--- src/inc/pcr_pkg.sv ---
package pcr_pkg;
  // bus geometry
  localparam int unsigned ADDR_W = 12;
  localparam int unsigned DATA_W = 32;
  localparam int unsigned REG_W = 16;
  // register indices; the byte address is four times the index
  localparam logic [ADDR_W-1:0] CTRL_ONE_IDX = 12'h009;
  localparam logic [ADDR_W-1:0] CTRL_TWO_IDX = 12'h00a;
  localparam logic [ADDR_W-1:0] STATUS_IDX = 12'h010;
  localparam logic [ADDR_W-1:0] CTRL_ONE_ADDR = 12'h024;
  localparam logic [ADDR_W-1:0] CTRL_TWO_ADDR = 12'h028;
  localparam logic [ADDR_W-1:0] STATUS_ADDR = 12'h040;
  // control two field positions
  localparam int unsigned FAST_PD_BIT = 6;
  localparam int unsigned FORCED_FD_BIT = 5;
  localparam int unsigned LAMP_FD_BIT = 4;
  localparam int unsigned ISOLATE_HD_BIT = 3;
  localparam int unsigned IDLE_ERR_BIT = 2;
  localparam int unsigned ODD_NIB_OFF_BIT = 1;
  localparam int unsigned RX_CLK_SEL_BIT = 0;
  localparam logic [6:0] CTRL_TWO_MASK = 7'h7f;
  localparam logic [6:0] CTRL_TWO_RESET = 7'h04;
  // control one field positions (crossover modes)
  localparam int unsigned RAPID_XOVER_BIT = 6;
  localparam int unsigned HARD_XOVER_BIT = 5;
  localparam logic [1:0] CTRL_ONE_RESET = 2'h0;
  // status field positions
  localparam int unsigned ST_FD_BIT = 0;
  localparam int unsigned ST_LAMP_BIT = 1;
  localparam int unsigned ST_ISO_BIT = 2;
  localparam int unsigned ST_PD_LINK_BIT = 3;
  localparam int unsigned ST_TX_EXT_BIT = 4;
  // timing
  localparam int unsigned CLK_PERIOD_NS = 50;
  localparam int unsigned PD_NORMAL_US = 500;
  localparam int unsigned PD_FAST_US = 50;
  localparam int unsigned PD_NORMAL_CYC = (PD_NORMAL_US * 1000) / CLK_PERIOD_NS;
  localparam int unsigned PD_FAST_CYC = (PD_FAST_US * 1000) / CLK_PERIOD_NS;
  localparam int unsigned PD_CNT_W = 16;
  // transmit enable tracker states
  typedef enum logic [2:0] {
    TX_IDLE = 3'b001,
    TX_SEND = 3'b010,
    TX_EXTEND = 3'b100
  } pcr_tx_state_t;
  // address decode used by read and write paths
  function automatic logic [1:0] pcr_decode(input logic [ADDR_W-1:0] addr);
    unique case (addr)
      CTRL_ONE_ADDR: pcr_decode = 2'h1;
      CTRL_TWO_ADDR: pcr_decode = 2'h2;
      STATUS_ADDR: pcr_decode = 2'h3;
      default: pcr_decode = 2'h0;
    endcase
  endfunction
endpackage

--- src/design/pcr_control_two.sv ---
`timescale 1ns/100ps
// Operation
// - bit 6 shortens parallel-detect link-up
// - crossover modes force fast link-up bit
// - bit 5 forces full duplex, forced-100 partner
// - bit 5 clear uses standard duplex resolution
// - bit 4 lights lamp only for 100 full
// - bit 3 isolates outputs on 100 half
// - bit 2 enables idle receive symbol errors
// - odd-nibble end extends enable, flags error
// - bit 1 set disables odd-nibble check
// - bit 0 picks receive clock for data
module pcr_control_two #(
  parameter int unsigned PD_NORMAL_CYCLES = pcr_pkg::PD_NORMAL_CYC // parallel-detect wait
) (
  input wire logic pclk, // bus clock, 20 MHz
  input wire logic presetn, // async reset, active low
  input wire logic psel, // apb select
  input wire logic penable, // apb access phase
  input wire logic pwrite, // apb direction, 1 = write
  input wire logic [pcr_pkg::ADDR_W-1:0] paddr, // apb byte address
  input wire logic [pcr_pkg::DATA_W-1:0] pwdata, // apb write data
  output logic [pcr_pkg::DATA_W-1:0] prdata, // apb read data
  output logic pready, // apb ready
  output logic pslverr, // apb error on unmapped address
  input wire logic link_up, // a link is established
  input wire logic speed_100, // link runs 100BASE-TX
  input wire logic pd_active, // parallel detection in progress
  input wire logic partner_forced_100, // partner seen as forced 100BASE-TX
  input wire logic std_full_duplex, // standard duplex resolution result
  input wire logic rx_idle, // receiver in idle state
  input wire logic rx_symbol_err, // receive symbol error seen
  input wire logic tx_en_in, // transmit enable from the mac
  input wire logic tx_er_in, // transmit error from the mac
  input wire logic tx_clk_tick, // one pulse per transmit nibble
  input wire logic [1:0] rxd_in, // reduced-interface receive data
  input wire logic ref_clk_tick, // reference clock input edge
  input wire logic rx_clk_tick, // receive clock edge
  output logic full_duplex, // resolved duplex
  output logic link_lamp, // link indicator drive
  output logic outputs_isolated, // media-independent outputs isolated
  output logic pd_link_ok, // parallel detect qualified the link
  output logic rx_err_out, // receive error toward the mac
  output logic tx_en_out, // transmit enable to the coder
  output logic tx_er_out, // transmit error to the coder
  output logic [1:0] rxd_out, // sampled receive data
  output logic rxd_strobe // sample pulse
);
  import pcr_pkg::*;

  // register state
  logic [6:0] ctrl_two_ff;
  logic [6:0] nxt_ctrl_two;
  logic [1:0] ctrl_one_ff;
  logic [1:0] nxt_ctrl_one;
  // bus answer state
  logic pready_ff;
  logic nxt_pready;
  logic pslverr_ff;
  logic nxt_pslverr;
  logic [DATA_W-1:0] prdata_ff;
  logic [DATA_W-1:0] nxt_prdata;
  // link result state
  logic fd_ff;
  logic nxt_fd;
  logic lamp_ff;
  logic nxt_lamp;
  logic iso_ff;
  logic nxt_iso;
  logic rx_err_ff;
  logic nxt_rx_err;
  // transmit tracker state
  pcr_tx_state_t tx_state_ff;
  pcr_tx_state_t nxt_tx_state;
  logic odd_ff;
  logic nxt_odd;
  logic tx_en_ff;
  logic nxt_tx_en;
  logic tx_er_ff;
  logic nxt_tx_er;
  // helpers
  logic [1:0] sel;
  logic wr_hit;
  logic xover_on;
  logic fd_now;
  logic [REG_W-1:0] status_word;
  logic pd_done;

  // one decode shared by the setup read and the access write
  assign sel = pcr_decode(paddr);
  assign wr_hit = psel && penable && pready_ff && pwrite;
  assign xover_on = ctrl_one_ff[1] | ctrl_one_ff[0];

  // status gathers what the block has resolved
  always_comb
  begin
    status_word = '0;
    status_word[ST_FD_BIT] = fd_ff;
    status_word[ST_LAMP_BIT] = lamp_ff;
    status_word[ST_ISO_BIT] = iso_ff;
    status_word[ST_PD_LINK_BIT] = pd_done;
    status_word[ST_TX_EXT_BIT] = tx_state_ff == TX_EXTEND;
  end

  // register writes land only at the access edge with ready high
  always_comb
  begin
    nxt_ctrl_two = ctrl_two_ff;
    nxt_ctrl_one = ctrl_one_ff;
    // reserved bits are masked so they always read back zero
    if (wr_hit && sel == 2'h2)
    begin
      nxt_ctrl_two = pwdata[6:0] & CTRL_TWO_MASK;
    end
    // control one keeps only its two crossover bits
    if (wr_hit && sel == 2'h1)
    begin
      nxt_ctrl_one = {pwdata[RAPID_XOVER_BIT], pwdata[HARD_XOVER_BIT]};
    end
    // hardware set wins over a software clear in the same cycle
    if (xover_on)
    begin
      nxt_ctrl_two[FAST_PD_BIT] = 1'b1;
    end
  end

  always_ff @(posedge pclk or negedge presetn)
  begin
    if (!presetn)
    begin
      ctrl_two_ff <= CTRL_TWO_RESET;
      ctrl_one_ff <= CTRL_ONE_RESET;
    end
    else
    begin
      ctrl_two_ff <= nxt_ctrl_two;
      ctrl_one_ff <= nxt_ctrl_one;
    end
  end

  // zero-wait slave: the setup cycle prepares the answer for the access cycle
  always_comb
  begin
    nxt_pready = 1'b0;
    nxt_pslverr = 1'b0;
    nxt_prdata = prdata_ff;
    if (psel && !penable)
    begin
      nxt_pready = 1'b1;
      // status writes are answered but change nothing; unmapped ones flag an error
      nxt_pslverr = sel == 2'h0;
      nxt_prdata = '0;
      // data is captured at setup, so a read never sees a write still in flight
      if (!pwrite)
      begin
        unique case (sel)
          2'h1: nxt_prdata[RAPID_XOVER_BIT] = ctrl_one_ff[1];
          2'h2: nxt_prdata[6:0] = ctrl_two_ff;
          2'h3: nxt_prdata[REG_W-1:0] = status_word;
          2'h0: nxt_prdata = '0;
        endcase
        if (sel == 2'h1)
        begin
          nxt_prdata[HARD_XOVER_BIT] = ctrl_one_ff[0];
        end
      end
    end
  end

  always_ff @(posedge pclk or negedge presetn)
  begin
    if (!presetn)
    begin
      pready_ff <= 1'b0;
      pslverr_ff <= 1'b0;
      prdata_ff <= '0;
    end
    else
    begin
      pready_ff <= nxt_pready;
      pslverr_ff <= nxt_pslverr;
      prdata_ff <= nxt_prdata;
    end
  end

  // parallel-detect qualification; the fast target is the short wait
  pcr_pd_timer #(
    .NORMAL_CYC(PD_NORMAL_CYCLES),
    .FAST_CYC(PD_FAST_CYC)
  ) u_pd_timer (
    .pclk(pclk),
    .presetn(presetn),
    .run(pd_active),
    .fast(ctrl_two_ff[FAST_PD_BIT]),
    .done(pd_done)
  );

  // extended ability only overrides when the partner is forced to 100
  always_comb
  begin
    fd_now = std_full_duplex;
    // the override needs a 100 link; a 10 link keeps the standard result
    if (ctrl_two_ff[FORCED_FD_BIT] && partner_forced_100 && speed_100)
    begin
      fd_now = 1'b1;
    end
  end

  // lamp, isolation and idle error gating settle one cycle after their inputs
  always_comb
  begin
    nxt_fd = fd_now;
    nxt_lamp = link_up;
    // strict lamp uses the resolved duplex, so a forced partner still counts
    if (ctrl_two_ff[LAMP_FD_BIT])
    begin
      nxt_lamp = link_up && speed_100 && fd_now;
    end
    nxt_iso = ctrl_two_ff[ISOLATE_HD_BIT] && link_up && speed_100 && !fd_now;
    // isolated outputs must not leak an error either
    nxt_rx_err = rx_symbol_err && (!rx_idle || ctrl_two_ff[IDLE_ERR_BIT])
      && !nxt_iso;
  end

  always_ff @(posedge pclk or negedge presetn)
  begin
    if (!presetn)
    begin
      fd_ff <= 1'b0;
      lamp_ff <= 1'b0;
      iso_ff <= 1'b0;
      rx_err_ff <= 1'b0;
    end
    else
    begin
      fd_ff <= nxt_fd;
      lamp_ff <= nxt_lamp;
      iso_ff <= nxt_iso;
      rx_err_ff <= nxt_rx_err;
    end
  end

  // nibble parity tracker; one extra nibble closes an odd-length frame
  always_comb
  begin
    nxt_tx_state = tx_state_ff;
    nxt_odd = odd_ff;
    nxt_tx_en = tx_en_ff;
    nxt_tx_er = tx_er_ff;
    if (tx_clk_tick)
    begin
      nxt_tx_en = tx_en_in;
      nxt_tx_er = tx_er_in;
      unique case (tx_state_ff)
        TX_IDLE:
        begin
          nxt_odd = 1'b0;
          // a new frame starts its nibble count at one
          if (tx_en_in)
          begin
            nxt_tx_state = TX_SEND;
            nxt_odd = 1'b1;
          end
        end
        TX_SEND:
        begin
          if (tx_en_in)
          begin
            nxt_odd = !odd_ff;
          end
          else if (odd_ff && !ctrl_two_ff[ODD_NIB_OFF_BIT])
          begin
            // pad the odd nibble; the coder sees it as an error nibble
            nxt_tx_state = TX_EXTEND;
            nxt_tx_en = 1'b1;
            nxt_tx_er = 1'b1;
          end
          else
          begin
            nxt_tx_state = TX_IDLE;
          end
        end
        TX_EXTEND:
        begin
          // the pad nibble ends here whatever the mac does next
          nxt_tx_state = TX_IDLE;
          nxt_tx_en = 1'b0;
          nxt_tx_er = 1'b0;
          nxt_odd = 1'b0;
        end
      endcase
    end
    // isolation holds the transmit side quiet as well
    if (iso_ff)
    begin
      nxt_tx_en = 1'b0;
      nxt_tx_er = 1'b0;
    end
  end

  always_ff @(posedge pclk or negedge presetn)
  begin
    if (!presetn)
    begin
      tx_state_ff <= TX_IDLE;
      odd_ff <= 1'b0;
      tx_en_ff <= 1'b0;
      tx_er_ff <= 1'b0;
    end
    else
    begin
      tx_state_ff <= nxt_tx_state;
      odd_ff <= nxt_odd;
      tx_en_ff <= nxt_tx_en;
      tx_er_ff <= nxt_tx_er;
    end
  end

  // receive data capture on the selected reference
  pcr_rmii_sampler u_rmii (
    .pclk(pclk),
    .presetn(presetn),
    .rxd_in(rxd_in),
    .ref_tick(ref_clk_tick),
    .rx_clk_tick(rx_clk_tick),
    .use_rx_clk(ctrl_two_ff[RX_CLK_SEL_BIT]),
    .rxd_out(rxd_out),
    .rxd_strobe(rxd_strobe)
  );

  // outputs come straight from flops
  assign prdata = prdata_ff;
  assign pready = pready_ff;
  assign pslverr = pslverr_ff;
  assign full_duplex = fd_ff;
  assign link_lamp = lamp_ff;
  assign outputs_isolated = iso_ff;
  assign pd_link_ok = pd_done;
  assign rx_err_out = rx_err_ff;
  assign tx_en_out = tx_en_ff;
  assign tx_er_out = tx_er_ff;
endmodule

--- src/design/pcr_pd_timer.sv ---
`timescale 1ns/100ps
module pcr_pd_timer #(
  parameter int unsigned NORMAL_CYC = pcr_pkg::PD_NORMAL_CYC,
  parameter int unsigned FAST_CYC = pcr_pkg::PD_FAST_CYC
) (
  input wire logic pclk, // bus clock
  input wire logic presetn, // async reset, active low
  input wire logic run, // parallel detection sees a partner
  input wire logic fast, // shortened qualification
  output logic done // link qualified, level
);
  import pcr_pkg::*;
  logic [PD_CNT_W-1:0] cnt_ff;
  logic [PD_CNT_W-1:0] nxt_cnt;
  logic done_ff;
  logic nxt_done;
  logic [PD_CNT_W-1:0] limit;

  // target follows the mode live, so a switch mid-count takes effect at once
  assign limit = fast ? PD_CNT_W'(FAST_CYC) : PD_CNT_W'(NORMAL_CYC);

  // count while the partner is present, restart when it goes
  always_comb
  begin
    nxt_cnt = cnt_ff;
    nxt_done = done_ff;
    if (!run)
    begin
      nxt_cnt = '0;
      nxt_done = 1'b0;
    end
    else if (cnt_ff + 1'b1 >= limit)
    begin
      nxt_done = 1'b1;
    end
    else
    begin
      nxt_cnt = cnt_ff + 1'b1;
    end
  end

  always_ff @(posedge pclk or negedge presetn)
  begin
    if (!presetn)
    begin
      cnt_ff <= '0;
      done_ff <= 1'b0;
    end
    else
    begin
      cnt_ff <= nxt_cnt;
      done_ff <= nxt_done;
    end
  end

  assign done = done_ff;
endmodule

--- src/design/pcr_rmii_sampler.sv ---
`timescale 1ns/100ps
module pcr_rmii_sampler (
  input wire logic pclk, // bus clock
  input wire logic presetn, // async reset, active low
  input wire logic [1:0] rxd_in, // reduced-interface receive pair
  input wire logic ref_tick, // reference clock input edge
  input wire logic rx_clk_tick, // receive clock edge
  input wire logic use_rx_clk, // 1 = sample on receive clock
  output logic [1:0] rxd_out, // sampled pair
  output logic rxd_strobe // one-cycle pulse per sample
);
  logic [1:0] rxd_ff;
  logic [1:0] nxt_rxd;
  logic stb_ff;
  logic nxt_stb;
  logic take;

  // only the selected reference may capture data
  assign take = use_rx_clk ? rx_clk_tick : ref_tick;

  always_comb
  begin
    nxt_rxd = rxd_ff;
    nxt_stb = take;
    if (take)
    begin
      nxt_rxd = rxd_in;
    end
  end

  always_ff @(posedge pclk or negedge presetn)
  begin
    if (!presetn)
    begin
      rxd_ff <= 2'h0;
      stb_ff <= 1'b0;
    end
    else
    begin
      rxd_ff <= nxt_rxd;
      stb_ff <= nxt_stb;
    end
  end

  assign rxd_out = rxd_ff;
  assign rxd_strobe = stb_ff;
endmodule

--- config.mk ---
export PLATFORM = sky130hd
export DESIGN_NAME = pcr_control_two
export DESIGN_NICKNAME = d
export VERILOG_FILES = /design/src/inc/pcr_pkg.sv /design/src/design/pcr_control_two.sv /design/src/design/pcr_pd_timer.sv /design/src/design/pcr_rmii_sampler.sv
export SDC_FILE = /design/constraint.sdc
export NUM_CORES = 1
export LEC_CHECK = 0
export ABC_CLOCK_PERIOD_IN_PS = 3300
export BUFFER_PORTS_ARGS = -buffer_cell sky130_fd_sc_hd__buf_2
export CAP_MARGIN = 20
export CORE_MARGIN = 2
export CORE_UTILIZATION = 42
export CTS_CLUSTER_SIZE = 28
export DETAILED_ROUTE_END_ITERATION = 12
export HOLD_SLACK_MARGIN = 0.1
export MAX_ROUTING_LAYER = met4
export PLACE_DENSITY = 0.7
export SLEW_MARGIN = 20
export SYNTH_ARGS = -nofsm -noshare
export SYNTH_HDL_FRONTEND = slang
export SYNTH_SLANG_ARGS = --single-unit
export TNS_END_PERCENT = 20
--- constraint.sdc ---
create_clock -name pclk -period 3.3 [get_ports pclk]
set_input_delay 0.33 -clock pclk [delete_from_list [all_inputs] [get_ports pclk]]
set_output_delay 0.33 -clock pclk [all_outputs]
set_load 0.05 [all_outputs]
==> results of run 1 <==
[kinds of logic (layout without fill, tap and decap cells)]
group | Yosys count | count (layout)
other | 1 | 25
flip-flops | 48 | 48
multiplexers | 12 | 12
buffers and inverters | 49 | 90
AO/OA/AOI/OAI | 70 | 70
adder cells (fa/ha/maj) | 8 | 8
AND/OR/NAND/NOR | 96 | 96
XOR/XNOR | 9 | 9
[where the power goes]
part	leakage (nW)	internal [mW]	switching, mW
clock	0.0548	0.229	0.216
sequential	0.628	0.631	0.0451
combinational	0.812	0.0952	0.215
[path summary, 6_finish.rpt]
check / endpoint / startpoint / cells after the start / slack [ns]
setup / recovery: u_pd_timer.cnt_ff[9] / u_pd_timer.cnt_ff[3] / 12 / 0.31
hold / removal: full_duplex / std_full_duplex / 2 / 0.24
setup reg to reg: u_pd_timer.cnt_ff[9] / u_pd_timer.cnt_ff[3] / 12 / 0.31
hold reg to reg: prdata[0] / prdata[0] / 2 / 0.48
max in group asynchronous: u_pd_timer.cnt_ff[5] / presetn / 2 / 2.31
min in group asynchronous: odd_ff / presetn / 2 / 0.58
[timing repair]
action                                 in CTS  in global routing
endpoints found under the hold margin       0                 46
setup endpoints to repair                   0                  0
hold buffers                                0                  1
[metrics by stage]
step | cells | instance area, sq um | hold WS, ns | util [%]
2_1_floorplan | 317 | 2960 | 0.0344 | -
3_3_place_gp | 429 | 3180 | 0.460 | 47.5
3_5_place_dp | 429 | 3180 | 0.466 | 47.5
4_1_cts | 437 | 3290 | 0.227 | 49.3
5_1_grt | 438 | 3300 | 0.229 | 49.5
6_report | 438 | 3300 | 0.236 | 49.5
[synthesized netlist by cell type, types with 4 or more instances]
| master | number | share of area [%] |
|---|---|---|
| inv_1 | 11 | 1.4 |
| nand4_1 | 5 | 1.1 |
| ha_1 | 8 | 3.5 |
| nor2b_1 | 4 | 0.87 |
| nand2_1 | 23 | 3.0 |
| clkbuf_1 | 5 | 0.66 |
| dfrtp_1 | 46 | 40 |
| or4_1 | 12 | 3.1 |
| nand3_1 | 11 | 1.9 |
| buf_4 | 27 | 7.1 |
| xnor2_1 | 8 | 2.4 |
| buf_2 | 4 | 0.70 |
| o31ai_1 | 12 | 3.1 |
| nor2_1 | 9 | 1.2 |
| o21ai_0 | 14 | 2.4 |
| and3_1 | 4 | 0.87 |
| a21oi_1 | 17 | 3.0 |
| nor4_1 | 6 | 1.3 |
| mux2_2 | 11 | 4.3 |
| a22oi_1 | 7 | 1.8 |
[registers in the layout, summed over array words and instances, names as in the netlist, 2 cells and up]
name               flops
ctrl_one_ff            2
ctrl_two_ff            7
prdata                 7
tx_state_ff            3
u_pd_timer.cnt_ff     16
u_rmii.rxd_out         2
[metal layers]
metal,part of all wire (%),vias to the layer above
li1,-,1165
met1,45,1129
met2,48,73
met3,6.6,7
met4,1.2,0
met5,0,-
[final cells by class]
cell class                 count  area [sq um]
fill                         637          3380
multi-input combinational    220          1450
sequential                    48          1200
timing repair buffer          71           398
tap                           80           100
clock buffer                   5          68.8
clock inverter                 3          46.3
inverter                      11          41.3
==> flow_summary.ini, run 1 <==
[drt]
ant_nets = 0
drcViolationCount = 0
vias_per_cell = 5.42
wl_per_cell_um = 14.1
routed_wl_mm = 6.16
vias = 2374
first_iter_violations = 114
drt_pre_antenna_iters = 4

[power]
power_leakage_nw = 1.49
power_density_nw_per_um2 = 433
ir_drop_uv = 235
power_mw = 1.43

[logic_synthesis]
syn_inst = 293
synth-compound-area-share_pct = 16.3
synth_area_sq_um = 2870
ys_ff_latch = 48
ys_types = 57
ys_seq_area_share_pct = 42.0
async_reset_ff_share_pct = 100
ys.flop_type = dfrtp_1
synth_top_family_by_area = simple AND/OR/NAND/NOR gates
synth.mux.area_fraction_pct = 4.67
yosys.area_share.simple_pct = 20.0
synthXorXnorAreaFrac_pct = 2.75
yosysWarnings = 0
synthAdderAreaFrac_pct = 3.49
syn_avg_cell_area_sq_um = 9.78
synth_edf_count = 0

[worst_setup_path]
critPathMaxFanout = 12
critPathSlowestCell = dfrtp_1
required_ns = 3.54
setup.worst_path.end_class = flop
crit_chain = and4_4 > nand2_1 > xnor2_1 > ha_1 > a21oi_1 > nor2b_1 > o311ai_0 > buf_4 > o221ai_2 > buf_4 > or4_1 > a21oi_1
critPathArrivalTime_ns = 3.23
startpoint_type = flop
critical_path_class = flop to flop
cp_num_buf_inv = 2
path_delay_family = simple AND/OR/NAND/NOR gates
max_stage_delay_ns = 0.51

[timing]
clock_skew_ns = 0.00884
setup_viol = 0
layout_setup_ws_ns = 0.310
hold_viol = 0
max_freq_mhz = 334
maxSlewViolCount = 0
rsz0062_at_grt = false
tns_ns = 0
period_minus_slack_ns = 2.99
max-slew-margin-rel_pct = 50.3
fin_crit_sh_pct = 90.6
worstMarginPinSlew_ns = 0.736

[global_routing]
grt_pass1_vias = 2202
grt_overflow = 0
met3_usage_pct = 3.81
grt_use_met1_pct = 22.9
grt_use_met2_pct = 28.5
grt_pass1_wl_mm = 10.3
grt_antenna_before_repair = 0
grt_start_max_net_pins = 49
grt_busiest_layer = met2
grt_util_all_layers_pct = 17.8

[clock_network]
clock_sinks = 48
htreeDepth = 2
numCtsBuffers = 5
postCtsSetupRepairBufs = 0
clk_root_buffer_cell = clkbuf_8
clk_pin_slew_ns = 0.10
tritoncts = done
clock_latency_ns = 0.31
post_cts_resized = 0
cts_buffer_depth = 2

[final_layout]
drive_above_1_share_pct = 27.9
n_antenna_cell = 0
layout_common_cells = buf_2, dfrtp_1, conb_1
finalNetCount = 428
final_common_cell = buf_2
area_growth_pct = 15.3

[floorplanning]
io_pins = 107
row_count = 30
start_util_pct = 42.9
die_w_um = 86.6
die_h_um = 86.6
core_area_sq_um = 6680
die_area_sq_um = 7500

[place]
place_ws_ns = 0.308
place_congestion = 0.830
detailed_place_hpwl_mm = 4.57
portBuffers = 56

[status]
run_status = complete, no violations

[run]
cap_violations = 0

[min_path]
hold_path.class = input port to flop
No activity file was read; power rests on OpenSTA's default activity.
==> run 2: changes to the inputs <==
SETUP_SLACK_MARGIN = 0.4   (was not set)
==> flow_summary.ini, run 2 (same netlist as run 1, synthesis figures left out) <==
[status]
run_status = complete, no violations

[clock_network]
cts_buffer_depth = 2
clock_latency_ns = 0.31
htreeDepth = 2
clk_pin_slew_ns = 0.10
numCtsBuffers = 5
clk_root_buffer_cell = clkbuf_8
tritoncts = done
clock_sinks = 48

[min_path]
hold_path.class = input port to flop
hold_depth = 2
hp-start = std_full_duplex
hold_end = full_duplex

[timing]
rsz0062_at_grt = true
period_minus_slack_ns = 2.89
clock_skew_ns = 0.00892
hold_ws_ns = 0.234
layout_setup_ws_ns = 0.410
maxSlewViolCount = 0
setup_viol = 0
fin_crit_sh_pct = 87.6
max_freq_mhz = 346
tns_ns = 0
max-slew-margin-rel_pct = 51.9
hold_viol = 0
worstMarginPinSlew_ns = 0.711

[run]
cap_violations = 0

[global_routing]
grt_use_met2_pct = 28.5
grt_pass1_vias = 2202
grt_busiest_layer = met2
grt_use_met1_pct = 22.9
grt_overflow = 0
grt_start_max_net_pins = 49
grt_util_all_layers_pct = 17.8
grt_pass1_wl_mm = 10.3
grt_antenna_before_repair = 0
met3_usage_pct = 3.81

[worst_setup_path]
ff2ff_path_depth = 13
crit_chain = ha_2 > and4_4 > nand2_4 > xnor2_2 > ha_1 > a21oi_2 > nor2b_1 > o311ai_1 > buf_4 > o221ai_4 > buf_6 > or4_1 > a21oi_2
cp_num_buf_inv = 2
max_stage_delay_ns = 0.43
startpoint_type = flop
critPathSlowestCell = or4_1
path_delay_family = simple AND/OR/NAND/NOR gates
rr_startpoint = u_pd_timer.cnt_ff[0]
critical_path_class = flop to flop
r2r_slack_ns = 0.41
crit-reg2reg-capture = u_pd_timer.cnt_ff[7]
critPathMaxFanout = 6
crit_top_cell = a21oi_2
critPathArrivalTime_ns = 3.13
setup.worst_path.end_class = flop
required_ns = 3.54

[power]
power_density_nw_per_um2 = 419
ir_drop_uv = 236
power_leakage_nw = 1.55

[final_layout]
finalNetCount = 432
largest_reg_flops = 16
area_growth_pct = 19.5
layout_common_cells = buf_2, dfrtp_1, conb_1
drive_above_1_share_pct = 33.4
final_common_cell = buf_2
max_flop_register = u_pd_timer.cnt_ff
n_antenna_cell = 0

[floorplanning]
io_pins = 107
die_h_um = 86.6
die_area_sq_um = 7500
die_w_um = 86.6
core_area_sq_um = 6680
start_util_pct = 42.9
row_count = 30

[place]
place_ws_ns = 0.308
portBuffers = 56
place_congestion = 0.830
detailed_place_hpwl_mm = 4.57

[drt]
first_iter_violations = 112
ant_nets = 0
vias_per_cell = 5.50
wl_per_cell_um = 14.5
drcViolationCount = 0
vias = 2431
routed_wl_mm = 6.41
drt_pre_antenna_iters = 4
run 2: cell types whose count changed in the layout (fill, tap and decap cells not counted), moves of 2 or more:
| cell | before | now |
|---|---|---|
| or4_4 | 0 | 5 |
| a21oi_2 | 0 | 6 |
| a21oi_1 | 17 | 11 |
| buf_6 | 0 | 3 |
| or4_1 | 12 | 7 |
| o31ai_2 | 0 | 2 |
| o31ai_1 | 12 | 10 |
run 2: how the worst max path moves through the flow:
stage                    startpoint                    end  cells past startpoint
6_report       u_pd_timer.cnt_ff[0]   u_pd_timer.cnt_ff[7]                     13
5_1_grt        u_pd_timer.cnt_ff[1]   u_pd_timer.cnt_ff[5]                     13
4_1_cts        u_pd_timer.cnt_ff[0]   u_pd_timer.cnt_ff[9]                     13
3_5_place_dp   u_pd_timer.cnt_ff[3]   u_pd_timer.cnt_ff[9]                     11
3_3_place_gp   u_pd_timer.cnt_ff[3]   u_pd_timer.cnt_ff[9]                     12
2_1_floorplan  u_pd_timer.cnt_ff[0]  u_pd_timer.cnt_ff[11]                     12
run 2: where the power goes:
group | internal [mW] | leakage, nW | switching [mW]
Clock | 0.229 | 0.0548 | 0.217
Sequential | 0.631 | 0.626 | 0.0457
Combinational | 0.0960 | 0.868 | 0.216
run 2: metrics by stage:
| stage | std cells | power, mW | util [%] | area [sq um] |
|---|---|---|---|---|
| 6_report | 442 | 1.43 | 51.3 | 3420 |
| 3_5_place_dp | 429 | 0.997 | 47.5 | 3180 |
| 4_1_cts | 437 | 1.44 | 49.3 | 3300 |
| 2_1_floorplan | 317 | 0.935 | - | 2960 |
| 3_3_place_gp | 429 | 0.990 | 47.5 | 3180 |
| 5_1_grt | 442 | 1.51 | 51.3 | 3420 |
run 2: cell type report:
class / count / area, sq um
Inverter: 11 / 41.3
Clock buffer: 5 / 68.8
Timing Repair Buffer: 75 / 437
Sequential cell: 48 / 1200
Tap cell: 80 / 100
Fill cell: 620 / 3260
Multi-Input combinational cell: 220 / 1530
Clock inverter: 3 / 46.3
run 2: worst register-to-register path: cells and delay by family, from the launching register on:
kind                     cells  cell delay, ns
flip-flops                   1            0.37
adder cells (fa/ha/maj)      2            0.50
AO/OA/AOI/OAI                4            0.68
AND/OR/NAND/NOR              4            0.78
buffers and inverters        2            0.35
XOR/XNOR                     1            0.15
run 2: timing repair:
action | CTS | global route
hold buffers | 0 | 1
pin swaps | 0 | 16
endpoints found under the setup margin | 15 | 17
gates cloned | 0 | 2
buffers inserted | 0 | 2
resized for setup | 3 | 22
hold endpoints to repair | 0 | 46
run 2: layer usage:
layer | wire length, um | part of all wire (%)
met1 | 2800 | 44
met2 | 3070 | 48
met4 | 61 | 0.95
met3 | 481 | 7.5
met5 | 0 | 0
==> run 3: changes to the inputs <==
ABC_CLOCK_PERIOD_IN_PS = 3600   (was 3300)
CORE_ASPECT_RATIO = 1.75   (was not set)
clock period = 3.6 ns   (was 3.3 ns; I/O delays follow)
==> flow_summary.ini, run 3 (same netlist as run 1, synthesis figures left out) <==
[final_layout]
layout_common_cells = buf_2, dfrtp_1, conb_1
post-route-util_pct = 49.7
max_flop_register = u_pd_timer.cnt_ff
fillers = 640
area_growth_pct = 14.3
multiInputGateArea_sq_um = 1450
drive_above_1_share_pct = 26.3
design_area_sq_um = 3270
largest_reg_flops = 16
n_antenna_cell = 0
stdcell_count = 428
seq_area_sq_um = 1200
final_common_cell = buf_2
finalNetCount = 416

[worst_setup_path]
crit-reg2reg-capture = u_pd_timer.cnt_ff[9]
rr_startpoint = u_pd_timer.cnt_ff[0]
startpoint_type = flop
max_stage_delay_ns = 0.48
critPathArrivalTime_ns = 3.21
required_ns = 3.81
setup.worst_path.end_class = flop
ff2ff_path_depth = 12
critical_path_class = flop to flop
crit_chain = ha_1 > and4_4 > nand2_1 > xnor2_1 > ha_1 > a21oi_1 > nor2b_1 > o311ai_1 > o221ai_2 > buf_4 > or4_1 > a21oi_1
critPathSlowestCell = or4_1
critPathMaxFanout = 28
r2r_slack_ns = 0.60

[drt]
drt_pre_antenna_iters = 4
vias_per_cell = 5.54
ant_nets = 0
first_iter_violations = 156
wl_per_cell_um = 14.5
drcViolationCount = 0
vias = 2369
routed_wl_mm = 6.20

[global_routing]
grt_util_all_layers_pct = 18.1
grt_pass1_wl_mm = 10.4
grt_overflow = 0
grt_start_max_net_pins = 49
grt_antenna_before_repair = 0
grt_pass1_vias = 2286

[floorplanning]
core_area_sq_um = 6590
die_w_um = 66.4
start_util_pct = 43.5
die_area_sq_um = 7520
row_count = 39
die_h_um = 113
io_pins = 107

[power]
power_density_nw_per_um2 = 438
power_mw = 1.43
power_leakage_nw = 1.46
ir_drop_uv = 224

[timing]
maxSlewViolCount = 0
tns_ns = 0
clock_skew_ns = 0.00587
period_minus_slack_ns = 3.00
hold_viol = 0
fin_crit_sh_pct = 83.3
layout_setup_ws_ns = 0.601
setup_viol = 0
worstMarginPinSlew_ns = 0.616
max-slew-margin-rel_pct = 58.4
max_freq_mhz = 333
rsz0062_at_grt = false
hold_ws_ns = 0.0841

[place]
place_ws_ns = 0.457
postPlaceCellArea_sq_um = 3100
dp.cells = 420
detailed_place_hpwl_mm = 4.71
place_congestion = 0.832
portBuffers = 56

[clock_network]
clk_pin_slew_ns = 0.06
numCtsBuffers = 5
clock_latency_ns = 0.29
clk_root_buffer_cell = clkbuf_16
tritoncts = done
cts_buffer_depth = 2
clock_sinks = 48
htreeDepth = 2

[min_path]
hold_path.class = input port to async pin

[run]
cap_violations = 0

[status]
run_status = complete, no violations
run 3: worst max-delay path by stage:
stage / slack [ns] / startpoint / endpoint / cells past startpoint
global route: 0.41 / u_pd_timer.cnt_ff[0] / u_pd_timer.cnt_ff[9] / 12
floorplan: 0.71 / u_pd_timer.cnt_ff[0] / u_pd_timer.cnt_ff[11] / 12
detailed placement: 0.46 / u_pd_timer.cnt_ff[0] / u_pd_timer.cnt_ff[9] / 12
global placement: 0.53 / u_pd_timer.cnt_ff[0] / u_pd_timer.cnt_ff[9] / 12
CTS: 0.42 / u_pd_timer.cnt_ff[0] / u_pd_timer.cnt_ff[9] / 12
finish: 0.60 / u_pd_timer.cnt_ff[0] / u_pd_timer.cnt_ff[9] / 12
run 3: layout make-up:
class | count | area share [%]
tap | 82 | 3.13
inverter | 11 | 1.26
clock inverter | 3 | 1.30
sequential | 48 | 36.8
clock buffer | 5 | 3.82
timing repair buffer | 59 | 9.32
multi-input combinational | 220 | 44.4
run 3: power by group:
group          total (mW)  leakage, nW  internal (mW)  switching (mW)
registers           0.623        0.626          0.579          0.0437
logic               0.283        0.752         0.0848           0.198
clock network       0.527       0.0798          0.326           0.201
total                1.43         1.46          0.990           0.443
run 3: critical path: cells and delay by family, from the launching register on:
family | cells | cell delay [ns]
simple gates | 4 | 0.89
compound gates | 4 | 0.76
fa+ha+maj | 2 | 0.48
flops | 1 | 0.41
buf+inv | 1 | 0.23
xor+xnor | 1 | 0.16
run 3: metal layers:
| metal | GRT usage [%] | wire [um] |
|---|---|---|
| met2 | 33.1 | 3420 |
| met5 | - | 0 |
| met3 | 2.78 | 336 |
| met1 | 19.3 | 2330 |
| met4 | 6.12 | 121 |
run 3: repair_timing:
item	in CTS	in global routing
hold endpoints to repair	0	0
setup buffers	0	0
hold buffers	0	0
gates resized for setup	0	2
setup endpoints to repair	0	17
